## src/hdl/dcc_pkg.sv

```systemverilog
/*
  dcc_pkg: constants shared by the dc-dc converter control block.
  Assumes an 8-bit special-function-register port with page and address.
*/
package dcc_pkg;
  localparam logic [7:0] DCC_PAGE = 8'h00;
  localparam logic [7:0] DCC_CONFIG_ADDR = 8'h96;
  localparam logic [7:0] DCC_CONTROL_ADDR = 8'h97;
  localparam logic [7:0] DCC_CONTROL_RST = 8'h21;
  localparam logic [7:0] DCC_CONFIG_RST = 8'h00;
  // control register fields
  localparam int DCC_PULSE_LSB = 6;
  localparam int DCC_SWSZ_BIT = 5;
  localparam int DCC_RSVD_BIT = 4;
  localparam int DCC_SYNC_BIT = 3;
  localparam int DCC_VOUT_LSB = 0;
  // config register fields
  localparam int DCC_CDIV_LSB = 5;
  localparam int DCC_AINV_BIT = 4;
  localparam int DCC_CINV_BIT = 3;
  localparam int DCC_ILIM_BIT = 2;
  localparam int DCC_SLEEP_BIT = 1;
  localparam int DCC_CSRC_BIT = 0;
  // minimum pulse width, in ns, per code
  localparam int DCC_PW1_NS = 20;
  localparam int DCC_PW2_NS = 40;
  localparam int DCC_PW3_NS = 80;
  localparam int DCC_CLK_MHZ = 250;
  localparam int DCC_PW1_CYC = (DCC_PW1_NS * DCC_CLK_MHZ + 999) / 1000;
  localparam int DCC_PW2_CYC = (DCC_PW2_NS * DCC_CLK_MHZ + 999) / 1000;
  localparam int DCC_PW3_CYC = (DCC_PW3_NS * DCC_CLK_MHZ + 999) / 1000;
  // switching period, in system clocks, at divide-by-one
  localparam int DCC_PERIOD_CYC = 100;
  localparam int DCC_QUIET_START = 40;
endpackage

```

## src/hdl/dcc_top.sv

```systemverilog
/*
  dcc_top: control and configuration registers of the dc-dc boost converter,
  plus converter tick generation and ADC tracking/SAR-clock synchronisation.
  Assumes the CPU presents SFR page, address, write strobe and read strobe on clk_i.
*/
// Summary of operation
// - the minimum pulse width code 00/01/10/11 means none, 20 ns, 40 ns, 80 ns.
// - switch size select 0 picks the large switches and 1 the small ones.
// - with synchronisation off the ADC runs free of the switching cycle.
// - with synchronisation on ADC tracking is confined to the longest quiet interval.
// - with synchronisation on the SAR clock is derived from the switching cycle.
// - the synchronisation behaviour applies to the later silicon revision.
// - the voltage code 000 to 111 selects 1.8 to 3.3 V targets.
// - the control register decodes at address 0x97 on page 0x0.
// - the configuration register decodes at address 0x96 on page 0x0.
// - the clock divider divides the system clock by 1, 2, 4 or 8.
// - the clock source bit picks the local oscillator at 0, system clock at 1.
// - the sleep bit ties the output rail to battery at 0 and floats it at 1.
// - with synchronisation on the ADC clock inversion bit inverts the SAR clock at 0, not at 1.
`timescale 1ns/1ps
module dcc_top (
  input wire logic clk_i, // system clock, 250 MHz
  input wire logic srst_i, // sync reset, active high
  input wire logic [7:0] sfr_page_i, // register page
  input wire logic [7:0] sfr_addr_i, // register address
  input wire logic [7:0] sfr_wdata_i, // write data
  input wire logic sfr_wr_i, // write strobe
  input wire logic sfr_rd_i, // read strobe
  output logic [7:0] sfr_rdata_o, // read data
  output logic sfr_hit_o, // address decodes here
  output logic [1:0] min_pulse_width_o, // pulse width code
  output logic [7:0] min_pulse_cycles_o, // pulse width in clocks
  output logic switch_size_select_o, // 1 small switches
  output logic [2:0] output_voltage_select_o, // target code
  output logic [11:0] target_mv_o, // target in mV
  output logic converter_clock_source_o, // 1 system clock
  output logic converter_tick_o, // converter clock enable
  output logic converter_clock_invert_o, // invert divider input
  output logic peak_current_threshold_o, // 1 higher peak limit
  output logic sleep_rail_connection_o, // 1 float in sleep
  output logic adc_sync_o, // synchronisation enabled
  output logic adc_track_allow_o, // ADC may track
  output logic adc_sar_clk_o // SAR clock level
);
  // ==========================================================
  // register file
  logic [7:0] converter_control;
  logic [7:0] converter_config;
  logic [7:0] next_control;
  logic [7:0] next_config;
  logic page_ok;
  logic ctl_sel;
  logic cfg_sel;

  always_comb begin
    page_ok = (sfr_page_i == dcc_pkg::DCC_PAGE);
    ctl_sel = page_ok && (sfr_addr_i == dcc_pkg::DCC_CONTROL_ADDR);
    cfg_sel = page_ok && (sfr_addr_i == dcc_pkg::DCC_CONFIG_ADDR);
    next_control = converter_control;
    next_config = converter_config;
    if (sfr_wr_i && ctl_sel) begin
      next_control = sfr_wdata_i;
      next_control[dcc_pkg::DCC_RSVD_BIT] = 1'b0;
    end
    if (sfr_wr_i && cfg_sel) begin
      next_config = {1'b0, sfr_wdata_i[6:0]}; // bit 7 reads zero
    end
  end

  always_ff @(posedge clk_i) begin
    if (srst_i) begin
      converter_control <= dcc_pkg::DCC_CONTROL_RST;
      converter_config <= dcc_pkg::DCC_CONFIG_RST;
    end else begin
      converter_control <= next_control;
      converter_config <= next_config;
    end
  end

  // read data is registered; valid the cycle after the read strobe
  logic [7:0] next_rdata;
  always_comb begin
    next_rdata = 8'h00;
    if (sfr_rd_i && ctl_sel) begin
      next_rdata = converter_control;
    end else if (sfr_rd_i && cfg_sel) begin
      next_rdata = converter_config;
    end
  end

  always_ff @(posedge clk_i) begin
    if (srst_i) begin
      sfr_rdata_o <= 8'h00;
    end else begin
      sfr_rdata_o <= next_rdata;
    end
  end

  assign sfr_hit_o = ctl_sel || cfg_sel;

  // ==========================================================
  // field decode
  logic sync_en;
  always_comb begin
    min_pulse_width_o = converter_control[dcc_pkg::DCC_PULSE_LSB +: 2];
    switch_size_select_o = converter_control[dcc_pkg::DCC_SWSZ_BIT];
    output_voltage_select_o = converter_control[dcc_pkg::DCC_VOUT_LSB +: 3];
    sync_en = converter_control[dcc_pkg::DCC_SYNC_BIT];
    converter_clock_source_o = converter_config[dcc_pkg::DCC_CSRC_BIT];
    converter_clock_invert_o = converter_config[dcc_pkg::DCC_CINV_BIT];
    peak_current_threshold_o = converter_config[dcc_pkg::DCC_ILIM_BIT];
    sleep_rail_connection_o = converter_config[dcc_pkg::DCC_SLEEP_BIT];
    case (min_pulse_width_o)
      2'b01: min_pulse_cycles_o = 8'(dcc_pkg::DCC_PW1_CYC);
      2'b10: min_pulse_cycles_o = 8'(dcc_pkg::DCC_PW2_CYC);
      2'b11: min_pulse_cycles_o = 8'(dcc_pkg::DCC_PW3_CYC);
      default: min_pulse_cycles_o = 8'h00;
    endcase
    case (output_voltage_select_o)
      3'b000: target_mv_o = 12'h708;
      3'b001: target_mv_o = 12'h76C;
      3'b010: target_mv_o = 12'h7D0;
      3'b011: target_mv_o = 12'h834;
      3'b100: target_mv_o = 12'h960;
      3'b101: target_mv_o = 12'hA8C;
      3'b110: target_mv_o = 12'hBB8;
      default: target_mv_o = 12'hCE4;
    endcase
  end

  // ==========================================================
  // converter clock
  logic div_tick;
  dcc_converter_clock_divider u_div (
    .clk_i(clk_i),
    .srst_i(srst_i),
    .div_i(converter_config[dcc_pkg::DCC_CDIV_LSB +: 2]),
    .tick_o(div_tick)
  );
  // local oscillator is analog; divider ignored when it is selected
  assign converter_tick_o = converter_clock_source_o ? div_tick : 1'b0;

  // ==========================================================
  // switching cycle phase and ADC synchronisation (later revision behaviour)
  logic [7:0] phase;
  logic [7:0] next_phase;
  logic sar_clk;
  logic next_sar_clk;

  always_comb begin
    next_phase = phase;
    next_sar_clk = sar_clk;
    if (!sync_en) begin
      next_phase = 8'h00;
      next_sar_clk = ~sar_clk;
    end else if (div_tick) begin
      next_phase = (phase == 8'(dcc_pkg::DCC_PERIOD_CYC - 1)) ? 8'h00 : phase + 8'h01;
      next_sar_clk = ~sar_clk;
    end
  end

  always_ff @(posedge clk_i) begin
    if (srst_i) begin
      phase <= 8'h00;
      sar_clk <= 1'b0;
    end else begin
      phase <= next_phase;
      sar_clk <= next_sar_clk;
    end
  end

  // is software's duty: the ADC's own SAR divider is zero while synced
  always_comb begin
    adc_sync_o = sync_en;
    adc_track_allow_o = !sync_en || (phase >= 8'(dcc_pkg::DCC_QUIET_START));
    adc_sar_clk_o = sar_clk;
    if (sync_en && !converter_config[dcc_pkg::DCC_AINV_BIT]) begin
      adc_sar_clk_o = ~sar_clk;
    end
  end

  // ==========================================================
  // assertions
  a_reset_values: assert property (@(posedge clk_i) srst_i |=>
    (converter_control == 8'h21) && (converter_config == 8'h00))
    else $error("reset values wrong");
  a_rsvd_zero: assert property (@(posedge clk_i) disable iff (srst_i)
    converter_control[4] == 1'b0)
    else $error("reserved control bit set");
  a_ctl_write: assert property (@(posedge clk_i) disable iff (srst_i)
    (sfr_wr_i && sfr_page_i == 8'h00 && sfr_addr_i == 8'h97) |=>
    converter_control == ($past(sfr_wdata_i) & 8'hEF))
    else $error("control write lost");
  a_cfg_write: assert property (@(posedge clk_i) disable iff (srst_i)
    (sfr_wr_i && sfr_page_i == 8'h00 && sfr_addr_i == 8'h96) |=>
    converter_config == ($past(sfr_wdata_i) & 8'h7F))
    else $error("config write lost");
  a_pulse_80: assert property (@(posedge clk_i) disable iff (srst_i)
    (min_pulse_width_o == 2'b11) |-> (min_pulse_cycles_o == 8'h14))
    else $error("80 ns width wrong");
  a_volt_map: assert property (@(posedge clk_i) disable iff (srst_i)
    (output_voltage_select_o == 3'b100) |-> (target_mv_o == 12'h960))
    else $error("voltage map wrong");
  a_free_track: assert property (@(posedge clk_i) disable iff (srst_i)
    !sync_en |-> adc_track_allow_o)
    else $error("tracking blocked while unsynced");
  a_quiet_track: assert property (@(posedge clk_i) disable iff (srst_i)
    (sync_en && phase < 8'h28) |-> !adc_track_allow_o)
    else $error("tracking in noisy interval");
  a_tick_off: assert property (@(posedge clk_i) disable iff (srst_i)
    !converter_clock_source_o |-> !converter_tick_o)
    else $error("tick while on local oscillator");
  a_sar_hold: assert property (@(posedge clk_i) disable iff (srst_i)
    (sync_en && $past(sync_en) && !$past(div_tick)) |-> $stable(sar_clk))
    else $error("sar clock moved off switching tick");
  a_rd_unmapped: assert property (@(posedge clk_i) disable iff (srst_i)
    ($past(sfr_rd_i) && !$past(sfr_hit_o)) |-> (sfr_rdata_o == 8'h00))
    else $error("unmapped read not zero");
  a_sar_invert: assert property (@(posedge clk_i) disable iff (srst_i)
    (sync_en && $past(sync_en) && !$past(div_tick) &&
    $changed(converter_config[dcc_pkg::DCC_AINV_BIT])) |-> $changed(adc_sar_clk_o))
    else $error("sar clock ignored inversion bit");
  a_tick_div1: assert property (@(posedge clk_i) disable iff (srst_i)
    (converter_clock_source_o && converter_config[dcc_pkg::DCC_CDIV_LSB +: 2] == 2'b00)
    |-> converter_tick_o)
    else $error("divide-by-one tick missing");
endmodule

```

## src/hdl/dcc_converter_clock_divider.sv

```systemverilog
/*
  dcc_converter_clock_divider: divides the system clock by 1, 2, 4 or 8 as a one-cycle enable.
  Assumes a single system clock and synchronous reset.
*/
`timescale 1ns/1ps
module dcc_converter_clock_divider (
  input wire logic clk_i, // system clock
  input wire logic srst_i, // sync reset
  input wire logic [1:0] div_i, // divide code
  output logic tick_o // one-cycle enable
);
  logic [2:0] cnt;
  logic [2:0] next_cnt;
  logic [2:0] lim;

  always_comb begin
    lim = 3'((4'h1 << div_i) - 4'h1);
    next_cnt = (cnt >= lim) ? 3'h0 : cnt + 3'h1;
  end

  always_ff @(posedge clk_i) begin
    if (srst_i) begin
      cnt <= 3'h0;
    end else begin
      cnt <= next_cnt;
    end
  end

  assign tick_o = (cnt >= lim);
endmodule

```

## config.mk

```make
export PLATFORM = sky130hd
export DESIGN_NAME = dcc_top
export DESIGN_NICKNAME = d
export VERILOG_FILES = /design/src/hdl/dcc_pkg.sv /design/src/hdl/dcc_top.sv /design/src/hdl/dcc_converter_clock_divider.sv
export SDC_FILE = /design/constraint.sdc
export NUM_CORES = 1
export LEC_CHECK = 0
export BUFFER_PORTS_ARGS = -buffer_cell sky130_fd_sc_hd__buf_2
export CELL_PAD_IN_SITES_DETAIL_PLACEMENT = 0
export CELL_PAD_IN_SITES_GLOBAL_PLACEMENT = 1
export CORE_ASPECT_RATIO = 1.25
export CORE_UTILIZATION = 30
export DETAILED_ROUTE_END_ITERATION = 8
export PLACE_DENSITY = 0.69
export SYNTH_ARGS = -nofsm -noshare
export SYNTH_HDL_FRONTEND = slang
export SYNTH_SLANG_ARGS = --single-unit
```

## constraint.sdc

```tcl
create_clock -name clk_i -period 3.6 [get_ports clk_i]
set_input_delay 0.72 -clock clk_i [delete_from_list [all_inputs] [get_ports clk_i]]
set_output_delay 0.72 -clock clk_i [all_outputs]
set_load 0.005 [all_outputs]
```

# Yosys cells after proc, flatten, opt, wreduce, memory -nomap -nowiden
# Cells that the tools add are included.
# totals
output_inout_bits	43
word_cells	54
inputBits	28
register_bits	34
# op_classes
mux	9
addsub	3
order_cmp	2
shift	1
n_reduce_logical	16
n_eq_ne	13
bitwise_logic	3
# ops
operator	n
$pmux 12 s7	1
$eq 8x8->1 const B	2
$mux 8	2
$pmux 5 s3	1
$eq 3x3->1 const B	3
$add 8x1->8 const B	1
$eq 8x7->1 const B	1
$ge 8x6->1 const B	1
$logic_not 8->1	1
$logic_and 1x1->1	7
$mux 7	1
$eq 3x2->1 const B	2
$eq 2x2->1 const B	2
$mux 1	4
$reduce_or 2->1	2
$add 3x1->3 const B	1
$eq 3x1->1 const B	1
$ge 3x3->1	1
$logic_not 3->1	1
$not 1->1	3
$reduce_or 3->1	1
$shl 1x2->3 const A	1
$sub 3x1->3 const B	1
$eq 2x1->1 const B	1
3 further kinds	5

# Logic depth before layout (Yosys ltp)
# Gate-level depths: netlist (run 1).
# logic_depth
ltp_word	5
depth_mapped	7
ltp_nobuf	6

# By module
# A second synthesis (run 1) with hierarchy kept.
# unflattened
cells_unflattened	207
hier_area_um2	1798.0
# by_module_without_submodules
mod	area_each_um2	instances	seq_area_each_um2	cells_each
dcc_top	1599.0	1	620.6	188
dcc_converter_clock_divider	198.9	1	60.1	19

# Worst setup path after synthesis (run 1)
# No wires, ideal clock.
# synth_path
path_type	input -> output
start	input port sfr_page_i[7]
end	output port sfr_hit_o
setup_slack_ns	1.419
arrival_time_ns	1.461
cell_stages	4
t_required_ns	2.880
n_path_buf	1
cell_sequence	nor3_1 -> nand4_4 -> buf_2 -> inv_1
# synth_between
elab_chain_cells	3
word_cells_on_any_way	4
classes_between	reduce/logical (4)
# synth_lines
element	line	rtl
start, declared	dcc_top.sv:24	input wire logic [7:0] sfr_page_i,
$logic_not 8->1 *	dcc_top.sv:56	page_ok = (sfr_page_i == dcc_pkg::DCC_PAGE);
$logic_and 1x1->1 (on tied branches)	dcc_top.sv:57, dcc_top.sv:58	
$logic_or 1x1->1 *	dcc_top.sv:99	assign sfr_hit_o = ctl_sel || cfg_sel;
end, declared	dcc_top.sv:30	output logic sfr_hit_o,
# Mark *: on every way between the ends. The rest lies on a longest branch, timed or not.

# Worst setup path after layout (run 1)
# layout_path
start	register converter_config[5]
end	output port converter_tick_o
# layout_between
elab_chain_cells	4
# layout_lines
element	line	rtl
start, declared	dcc_top.sv:48	logic [7:0] converter_config;
start signal, assigned	dcc_top.sv:73	converter_config <= dcc_pkg::DCC_CONFIG_RST;
start signal, assigned	dcc_top.sv:76	converter_config <= next_config;
$shl 1x2->3	dcc_converter_clock_divider.sv:17	lim = 3'((4'h1 << div_i) - 4'h1);
$sub 3x1->3	dcc_converter_clock_divider.sv:17	
$ge 3x3->1	dcc_converter_clock_divider.sv:29	assign tick_o = (cnt >= lim);
$mux 1	dcc_top.sv:141	assign converter_tick_o = converter_clock_source_o ? div_tick : 1'b0;
end, declared	dcc_top.sv:37	output logic converter_tick_o,
# No other way between the ends.

==> flow_summary.yaml, run 1 <==
clock_tree:
  postCtsResizedCells: 0
  insertion_delay_ns: 0.29
  cts_tree: "built"
  clock_sinks: 34
  cts_max_level: 2
  clk_transition_reported_paths_ns: 0.08
  cts_root_buf: "sky130_fd_sc_hd__clkbuf_8"
  clock_path_buffers: 2
  tritoncts.num_buffers: 5
  cts_hold_buf: 0
  post_cts_buffers: 0
worst_setup_path:
  cp_capture_type: "output port"
  path_cells: "or2_2, ha_1, nor2b_1, o21ai_0, and2_1, buf_2"
  setup.worst_path.class: "reg2out"
  critPathRequiredTime_ns: 2.88
  critical_path_peak_fanout: 4
  crit_buf_inv: 1
  worst_path_max_delay_cell: "sky130_fd_sc_hd__o21ai_0"
  setup.worst_path.start_class: "flip-flop"
  max_stage_delay_ns: 0.42
  worst_endpoint_data_arrival_time_ns: 1.95
  critPathTopFamily: "simple AND/OR/NAND/NOR gates"
global_routing:
  vias_in_the_first_global_route: 1515
  groute.layer.met3.usage: 0.0376
  antenna_found_initial: 0
  wire_length_of_the_first_global_routing_pass_um: 6960
  globalRoute.totalOverflow: 0
  met2_usage: 0.253
  pin_count_of_the_biggest_net_entering_global_routing: 23
  grtUsageMet1: 0.162
  grt_usage: 0.142
  grt-busiest-layer: "met2"
hold_path:
  min_path_type: "reg2reg"
placement:
  gpl_congestion: 0.720
  place_ws_ns: 1.18
  port_buffers: 65
  place_hpwl_um: 3040
logic_synthesis:
  synth.most_common_cell: "sky130_fd_sc_hd__dfxtp_1"
  postSynthAreaPerCell_um2: 8.61
  synth.top_cells.by_area: "sky130_fd_sc_hd__dfxtp_1, sky130_fd_sc_hd__a21oi_1, sky130_fd_sc_hd__o21ai_0"
  netlist.top_cell.by_area: "sky130_fd_sc_hd__dfxtp_1"
  yosysTopAreaCellShare: 0.380
  fraction_of_registers_with_async_set_reset: 0
  synthCells: 208
  synth_enable_flop_cells: 0
  synth.cells.most_frequent: "sky130_fd_sc_hd__dfxtp_1, sky130_fd_sc_hd__a21oi_1, sky130_fd_sc_hd__o21ai_0, sky130_fd_sc_hd__nand2_1"
  yosys_warnings: 0
  synthDistinctLibCells: 42
  syn_area_um2: 1790
  yosysSeqAreaShare: 0.380
  ys_seq_elements: 34
  synthFlopType: "sky130_fd_sc_hd__dfxtp_1"
drt:
  wl_um: 4230
  drt_iter0_drc: 76
  routedWlPerCell_um: 12.8
  first_pass_iters: 4
  route.detailed.drc: 0
  drt-vias-per-instance: 4.99
  route.vias.total: 1653
  ant_nets: 0
outcome:
  run_status: "finished clean"
finish:
  n_diodes: 0
  area.growth.synth_to_final_pct: 23.1
  nets: 299
  filler_cell_count: 589
  share_of_final_layout_standard_cells_stronger_than_drive_strength_1: 0.298
  final_core_utilization: 0.381
floorplanning:
  placeable_core_region_um2: 5780
  boundaryPins: 71
  die_w_um: 71.1
  fp.dieH_um: 88.4
  num_rows: 31
  initial_utilization: 0.310
  floorplan.die_area_um2: 6280
sta:
  rsz0062_at_grt: "no"
  finalClockSkew_ns: 0.0113
  layout_setup_ws_ns: 0.930
  layout_worst_path_cycle_share: 0.742
  period_needed_ns: 2.67
  timing.max_slew.rel_slack: 0.391
  slew_violations: 0
  f_max_ghz: 0.375
  hold_viol: 0
  finalSetupViolCount: 0
  max_slew.worst_pin.slew_ns: 0.899
  finalSetupTns_ns: 0
power:
  pwr_density_cell_nw_per_um2: 329
  p_leak_nw: 0.924
  peakVddDrop_v: 0.000142
run:
  max-cap-violations: 0
==> final timing paths <==
kind / from / endpoint / slack, ns / cells after the start
max: converter_config[5] / converter_tick_o / 0.93 / 6
min: converter_config[4] / converter_config[4] / 0.48 / 2
max reg2reg: converter_config[5] / phase[0] / 1.18 / 6
min reg2reg: converter_config[4] / converter_config[4] / 0.48 / 2
==> final cells by class <==
cell class	instances	area, um2	area share
Multi-Input combinational cell	150	987	0.448
Tap cell	66	82.6	0.0375
Clock buffer	6	82.6	0.0375
Timing Repair Buffer	65	325	0.148
Sequential cell	34	681	0.309
Clock inverter	2	16.3	0.00738
Inverter	8	30.0	0.0136
==> tightest hold or removal path, cell delays in order (launching register included) <==
cell and delay (ns):
sky130_fd_sc_hd__dfxtp_1 0.32, sky130_fd_sc_hd__o21ai_0 0.07, sky130_fd_sc_hd__a21oi_1 0.06
==> state kept, by name, summed over array words and instances (netlist names) <==
name,count
converter_control,7
u_div.cnt,3
sfr_rdata_o,8
converter_config,7
phase,8
sar_clk,1
==> power by group <==
part	leakage (nW)	internal [mW]	switching, mW	total (mW)
Combinational	0.602	0.0174	0.0229	0.0403
Clock	0.0478	0.157	0.151	0.309
Sequential	0.274	0.377	0.000753	0.377
Total	0.924	0.551	0.175	0.726
==> layout by cell type (no fill, tap or decap), types with 2 or more instances in the layout <==
master                     instances
sky130_fd_sc_hd__a21boi_0          2
sky130_fd_sc_hd__a21o_1            2
sky130_fd_sc_hd__a21oi_1          23
sky130_fd_sc_hd__and2_1            2
sky130_fd_sc_hd__buf_2            65
sky130_fd_sc_hd__clkbuf_8          6
sky130_fd_sc_hd__conb_1            5
sky130_fd_sc_hd__dfxtp_1          34
sky130_fd_sc_hd__ha_1              7
sky130_fd_sc_hd__inv_1             8
sky130_fd_sc_hd__mux2i_1           6
sky130_fd_sc_hd__nand2_1          12
sky130_fd_sc_hd__nand2b_1          3
sky130_fd_sc_hd__nand3_1           6
sky130_fd_sc_hd__nand4_1           6
sky130_fd_sc_hd__nand4b_1          7
sky130_fd_sc_hd__nor2_1           11
sky130_fd_sc_hd__nor2b_1           3
sky130_fd_sc_hd__nor3_1            4
sky130_fd_sc_hd__o21a_1            2
sky130_fd_sc_hd__o21ai_0          19
sky130_fd_sc_hd__o31ai_1           2
sky130_fd_sc_hd__or3_1             6
sky130_fd_sc_hd__or4_1             2
sky130_fd_sc_hd__xnor2_1           5
==> kinds of logic after synthesis <==
kind of cell / Yosys count / synth area share
compound gates: 52 / 0.160
mux: 7 / 0.0398
flops: 34 / 0.380
other cells: 1 / 0.00209
simple gates: 73 / 0.263
buf+inv: 28 / 0.0769
fa+ha+maj: 7 / 0.0489
xor+xnor: 6 / 0.0293
==> routing by layer <==
| layer | up-vias | share of wire |
|---|---|---|
| li1 | 841 | - |
| met1 | 770 | 0.44 |
| met2 | 36 | 0.50 |
| met3 | 6 | 0.043 |
| met4 | 0 | 0.014 |
| met5 | - | 0 |
==> through the flow <==
stage                     std cells  hold WS, ns  total power [mW]  area (um2)
after floorplan                 212        0.432             0.408        1810
after global placement          323        0.469             0.427        2110
after detailed placement        323        0.480             0.427        2110
after CTS                       331        0.490             0.737        2200
after global routing            331        0.520             0.760        2200
final                           331        0.483             0.726        2200
(Power assumes the default switching activity.)
==> inputs of run 2 (changes only) <==
Settings changed: PLACE_DENSITY 0.69 to 0.72.
Clock period 3.6 ns to 2.45 ns, I/O delays scaled along.
==> run 2 against run 1 <==
  * Combinational power up 50%
  * Highest routed layer unchanged
  * Utilization up 0.78 points
  * First-iteration DRC count down 24%
  * Register-to-register slack worse by 0.88 ns
  * Sequential cell count unchanged
  * Non-clock buffer count up 4
  * Total power up 57%
  * Setup slack worse by 0.73 ns
  * Wire length up 0.61%
  * Largest cell class unchanged
  * Clock power up 70%
==> flow_summary.yaml, run 2 (synthesis results as in run 1) <==
worst_setup_path:
  critPathRequiredTime_ns: 1.96
  setup.worst_path.class: "reg2out"
  cp_capture_type: "output port"
  ff2ff_path_depth: 6
  setup.worst_path.start_class: "flip-flop"
  critical_path.reg2reg.endpoint: "phase[0]"
  rr_startpoint: "converter_config[5]"
  ff2ff_setup_slack_ns: 0.30
  critical_path_peak_fanout: 4
  worst_endpoint_data_arrival_time_ns: 1.76
sta:
  period_needed_ns: 2.25
  rsz0062_at_grt: "no"
  slew_violations: 0
  hold_viol: 0
  finalClockSkew_ns: 0.00388
  finalSetupViolCount: 0
  layout_setup_ws_ns: 0.204
  timing.max_slew.rel_slack: 0.402
  max_slew.worst_pin.slew_ns: 0.882
  finalSetupTns_ns: 0
  f_max_ghz: 0.445
  layout_worst_path_cycle_share: 0.917
drt:
  route.vias.total: 1664
  routedWlPerCell_um: 12.7
  wl_um: 4260
  drt-vias-per-instance: 4.97
  ant_nets: 0
  first_pass_iters: 4
  route.detailed.drc: 0
  drt_iter0_drc: 58
finish:
  n_diodes: 0
  combined_area_of_the_multi_input_logic_cells_um2: 987
  filler_cell_count: 611
  area.growth.synth_to_final_pct: 25.6
  share_of_final_layout_standard_cells_stronger_than_drive_strength_1: 0.309
  final_common_cell: "sky130_fd_sc_hd__buf_2"
  number_of_cells_in_the_finished_layout_apart_from_fillers: 335
  nets: 303
  layout.area.seq_um2: 681
  reg.largest.list: "phase x8, sfr_rdata_o x8"
  mostFrequentLayoutCells: "sky130_fd_sc_hd__buf_2, sky130_fd_sc_hd__dfxtp_1, sky130_fd_sc_hd__a21oi_1"
floorplanning:
  boundaryPins: 71
  placeable_core_region_um2: 5780
  die_w_um: 71.1
  fp.dieH_um: 88.4
  num_rows: 31
  floorplan.die_area_um2: 6280
  initial_utilization: 0.310
power:
  power.total_mw: 1.14
  p_leak_nw: 0.945
  peakVddDrop_v: 0.000176
  pwr_density_cell_nw_per_um2: 506
placement:
  place_ws_ns: 0.298
  port_buffers: 65
  dpl.cell_count: 327
  gpl_congestion: 0.724
  place_hpwl_um: 3130
clock_tree:
  cts_hold_buf: 0
  clock_path_buffers: 2
  tritoncts.num_buffers: 5
  clk_transition_reported_paths_ns: 0.07
  post_cts_buffers: 0
  cts_tree: "built"
  cts_root_buf: "sky130_fd_sc_hd__clkbuf_8"
  insertion_delay_ns: 0.29
  cts_max_level: 2
  clock_sinks: 34
global_routing:
  globalRoute.totalOverflow: 0
  vias_in_the_first_global_route: 1595
  antenna_found_initial: 0
  wire_length_of_the_first_global_routing_pass_um: 7290
  grt_usage: 0.149
  pin_count_of_the_biggest_net_entering_global_routing: 22
hold_path:
  min_delay_path_depth: 3
  holdCritStartpoint: "sfr_wdata_i[7]"
  min_delay_worst_endpoint: "converter_control[7]"
  min_path_type: "in2reg"
outcome:
  run_status: "finished clean"
run:
  max-cap-violations: 0
## run 2: worst max path at each step
stage	slack [ns]	start	to	cells past startpoint
after floorplan	0.50	converter_config[5]	phase[0]	6
after global placement	0.31	converter_config[5]	phase[0]	6
after detailed placement	0.30	converter_config[5]	phase[0]	6
after CTS	0.13	converter_config[5]	converter_tick_o	6
after global routing	0.05	converter_config[5]	converter_tick_o	6
final	0.20	converter_config[5]	converter_tick_o	6
## run 2: critical path, cell delays in order (launching register included)
cell and delay, ns:
sky130_fd_sc_hd__dfxtp_1 0.33, sky130_fd_sc_hd__or2_2 0.29, sky130_fd_sc_hd__ha_1 0.27, sky130_fd_sc_hd__nor2b_1 0.14, sky130_fd_sc_hd__o21ai_1 0.13, sky130_fd_sc_hd__and2_1 0.17, sky130_fd_sc_hd__buf_2 0.12
## run 2: what timing repair did
item                                    4_1_cts  5_1_grt
gates resized for setup                       0        1
endpoints found under the hold margin         0        0
endpoints found under the setup margin        0        1
## run 2: metrics by stage
step,hold slack [ns],util,cell area [um2]
2_1_floorplan,0.432,-,1810
3_3_place_gp,0.467,0.370,2140
3_5_place_dp,0.474,0.370,2140
4_1_cts,0.452,0.389,2250
5_1_grt,0.468,0.389,2250
6_report,0.454,0.389,2250
## run 2: area by class of cell
| cell class | count | area share |
|---|---|---|
| Clock buffer | 5 | 0.0306 |
| Inverter | 8 | 0.0133 |
| Tap cell | 66 | 0.0367 |
| Multi-Input combinational cell | 150 | 0.439 |
| Clock inverter | 3 | 0.0200 |
| Timing Repair Buffer | 69 | 0.158 |
| Sequential cell | 34 | 0.303 |
## run 2: metal layers
layer / up-vias / GRT usage / share of wire
met5: - / 0 / 0
met4: 0 / 0.0764 / 0.022
met3: 9 / 0.0273 / 0.038
met2: 45 / 0.263 / 0.52
met1: 761 / 0.173 / 0.42
li1: 849 / - / -
## run 2: where the power goes
group          internal (mW)  total (mW)  switching (mW)  leakage (nW)
Clock                  0.302       0.524           0.221        0.0504
Sequential             0.553       0.554         0.00106         0.274
Combinational         0.0267      0.0605          0.0338         0.621
==> inputs of run 3 (changes only) <==
Settings changed: CORE_UTILIZATION 30 to 31, PLACE_DENSITY 0.72 to 0.74.
==> run 3 against run 2 <==
  * Worst hold slack got worse by 0.0039 ns
  * Utilization rose by 2.0 points
  * Critical path type unchanged
  * Maximum frequency is 1.4% lower
  * Largest power group unchanged
  * Largest cell class unchanged
==> flow_summary.yaml, run 3 (synthesis results as in run 1) <==
outcome:
  run_status: "finished clean"
sta:
  f_max_ghz: 0.439
  layout_worst_path_cycle_share: 0.930
  finalSetupViolCount: 0
  slew_violations: 0
  hold_viol: 0
  rsz0062_at_grt: "no"
  holdWs_ns: 0.450
  period_needed_ns: 2.28
  finalSetupTns_ns: 0
  finalClockSkew_ns: 0.00778
  timing.max_slew.rel_slack: 0.410
  max_slew.worst_pin.slew_ns: 0.871
worst_setup_path:
  critical_path_peak_fanout: 5
  cp_capture_type: "output port"
  path_cells: "or2_2, ha_1, nor2b_1, o21ai_0, and2_1, buf_2"
  ff2ff_path_depth: 6
  critical_path.reg2reg.endpoint: "phase[0]"
  worstSetupPathDepth: 6
  rr_startpoint: "converter_config[6]"
  max_stage_delay_ns: 0.35
  worst_path_max_delay_cell: "sky130_fd_sc_hd__dfxtp_1"
  crit_buf_inv: 1
  setup.worst_path.start_class: "flip-flop"
  setup.worst_path.class: "reg2out"
  worst_endpoint_data_arrival_time_ns: 1.79
  critPathTopFamily: "simple AND/OR/NAND/NOR gates"
  ff2ff_setup_slack_ns: 0.30
  critPathRequiredTime_ns: 1.96
floorplanning:
  floorplan.die_area_um2: 6090
  placeable_core_region_um2: 5480
  num_rows: 30
  initial_utilization: 0.327
  boundaryPins: 71
  fp.dieH_um: 87.0
  die_w_um: 70.0
placement:
  place_hpwl_um: 3040
  dpl_cell_area_um2: 2130
  dpl.cell_count: 325
  gpl_congestion: 0.722
  port_buffers: 65
clock_tree:
  tritoncts.num_buffers: 5
  clock_sinks: 34
  insertion_delay_ns: 0.29
  post_cts_buffers: 0
  clock_path_buffers: 2
  cts_root_buf: "sky130_fd_sc_hd__clkbuf_8"
  cts_tree: "built"
  cts_hold_buf: 0
  postCtsResizedCells: 0
  cts_max_level: 2
  clk_transition_reported_paths_ns: 0.07
power:
  pwr_density_cell_nw_per_um2: 503
  peakVddDrop_v: 0.000219
  pwr-share-comb: 0.054
  power.share.sequential: 0.491
  p_leak_nw: 0.946
  power.share.switching: 0.217
  p_int_mw: 0.884
  clock_power_share: 0.455
  net-switching-power_mw: 0.245
finish:
  mostFrequentLayoutCells: "sky130_fd_sc_hd__buf_2, sky130_fd_sc_hd__dfxtp_1, sky130_fd_sc_hd__a21oi_1"
  n_diodes: 0
  final_common_cell: "sky130_fd_sc_hd__buf_2"
  number_of_cells_in_the_finished_layout_apart_from_fillers: 333
  nets: 303
  reg.largest.list: "phase x8, sfr_rdata_o x8"
  filler_cell_count: 576
  area.growth.synth_to_final_pct: 25.3
  share_of_final_layout_standard_cells_stronger_than_drive_strength_1: 0.305
  final_cell_area_um2: 2240
  final_core_utilization: 0.409
hold_path:
  min_delay_worst_endpoint: "converter_control[7]"
  holdCritStartpoint: "sfr_wdata_i[7]"
  min_path_type: "in2reg"
  min_delay_path_depth: 3
global_routing:
  antenna_found_initial: 0
  wire_length_of_the_first_global_routing_pass_um: 7090
  vias_in_the_first_global_route: 1559
  pin_count_of_the_biggest_net_entering_global_routing: 22
  grt_usage: 0.144
  globalRoute.totalOverflow: 0
drt:
  drt-vias-per-instance: 4.96
  wl_um: 4170
  route.detailed.drc: 0
  ant_nets: 0
  drt_iter0_drc: 75
  route.vias.total: 1653
  first_pass_iters: 4
  routedWlPerCell_um: 12.5
run:
  max-cap-violations: 0
## run 3: cell types whose count changed in the layout (fill, tap and decap cells not counted)
| cell | previous run | this run |
|---|---|---|
| sky130_fd_sc_hd__clkinvlp_4 | 2 | 1 |
| sky130_fd_sc_hd__o21ai_0 | 18 | 19 |
| sky130_fd_sc_hd__o21ai_1 | 1 | 0 |
| sky130_fd_sc_hd__clkbuf_1 | 0 | 1 |
## run 3: metrics by stage
| stage | setup WS [ns] | power [mW] |
|---|---|---|
| global route | 0.0462 | 1.17 |
| CTS | 0.134 | 1.14 |
| detailed placement | 0.282 | 0.628 |
| floorplan | 0.499 | 0.600 |
| finish | 0.172 | 1.13 |
| global placement | 0.320 | 0.628 |
## run 3: worst max path at each step
stage                             start               end
floorplan           converter_config[5]          phase[0]
global placement    converter_config[5]          phase[0]
detailed placement  converter_config[6]          phase[0]
CTS                 converter_config[6]  converter_tick_o
global route        converter_config[6]  converter_tick_o
finish              converter_config[6]  converter_tick_o
## run 3: area by class of cell
| type | count | area [um2] | share of cell area |
|---|---|---|---|
| Clock buffer | 6 | 72.6 | 0.0323 |
| Timing Repair Buffer | 69 | 355 | 0.158 |
| Clock inverter | 2 | 37.5 | 0.0167 |
| Sequential cell | 34 | 681 | 0.303 |
| Tap cell | 64 | 80.1 | 0.0357 |
| Multi-Input combinational cell | 150 | 987 | 0.440 |
| Inverter | 8 | 30.0 | 0.0134 |
## run 3: power groups by stage
stage               Combinational (mW)  Clock, mW  Sequential [mW]
global placement                0.0610          0            0.567
detailed placement              0.0603          0            0.567
CTS                             0.0605      0.527            0.554
global route                    0.0658      0.553            0.554
finish                          0.0604      0.514            0.554
floorplan                       0.0329          0            0.567
## run 3: per-layer routing
metal / track usage / wire (um) / vias up
met5: 0 / 0 / -
li1: - / - / 842
met3: 0.0405 / 183 / 7
met4: 0.0527 / 60 / 0
met1: 0.167 / 1810 / 757
met2: 0.253 / 2110 / 47
## run 3: worst register-to-register path, stage by stage, from the launching register on
cell and delay (ns):
sky130_fd_sc_hd__dfxtp_1 0.35, sky130_fd_sc_hd__or2_2 0.28, sky130_fd_sc_hd__ha_1 0.27, sky130_fd_sc_hd__nor2b_1 0.05, sky130_fd_sc_hd__o21a_1 0.20, sky130_fd_sc_hd__o311ai_1 0.76, sky130_fd_sc_hd__nor2_1 0.10
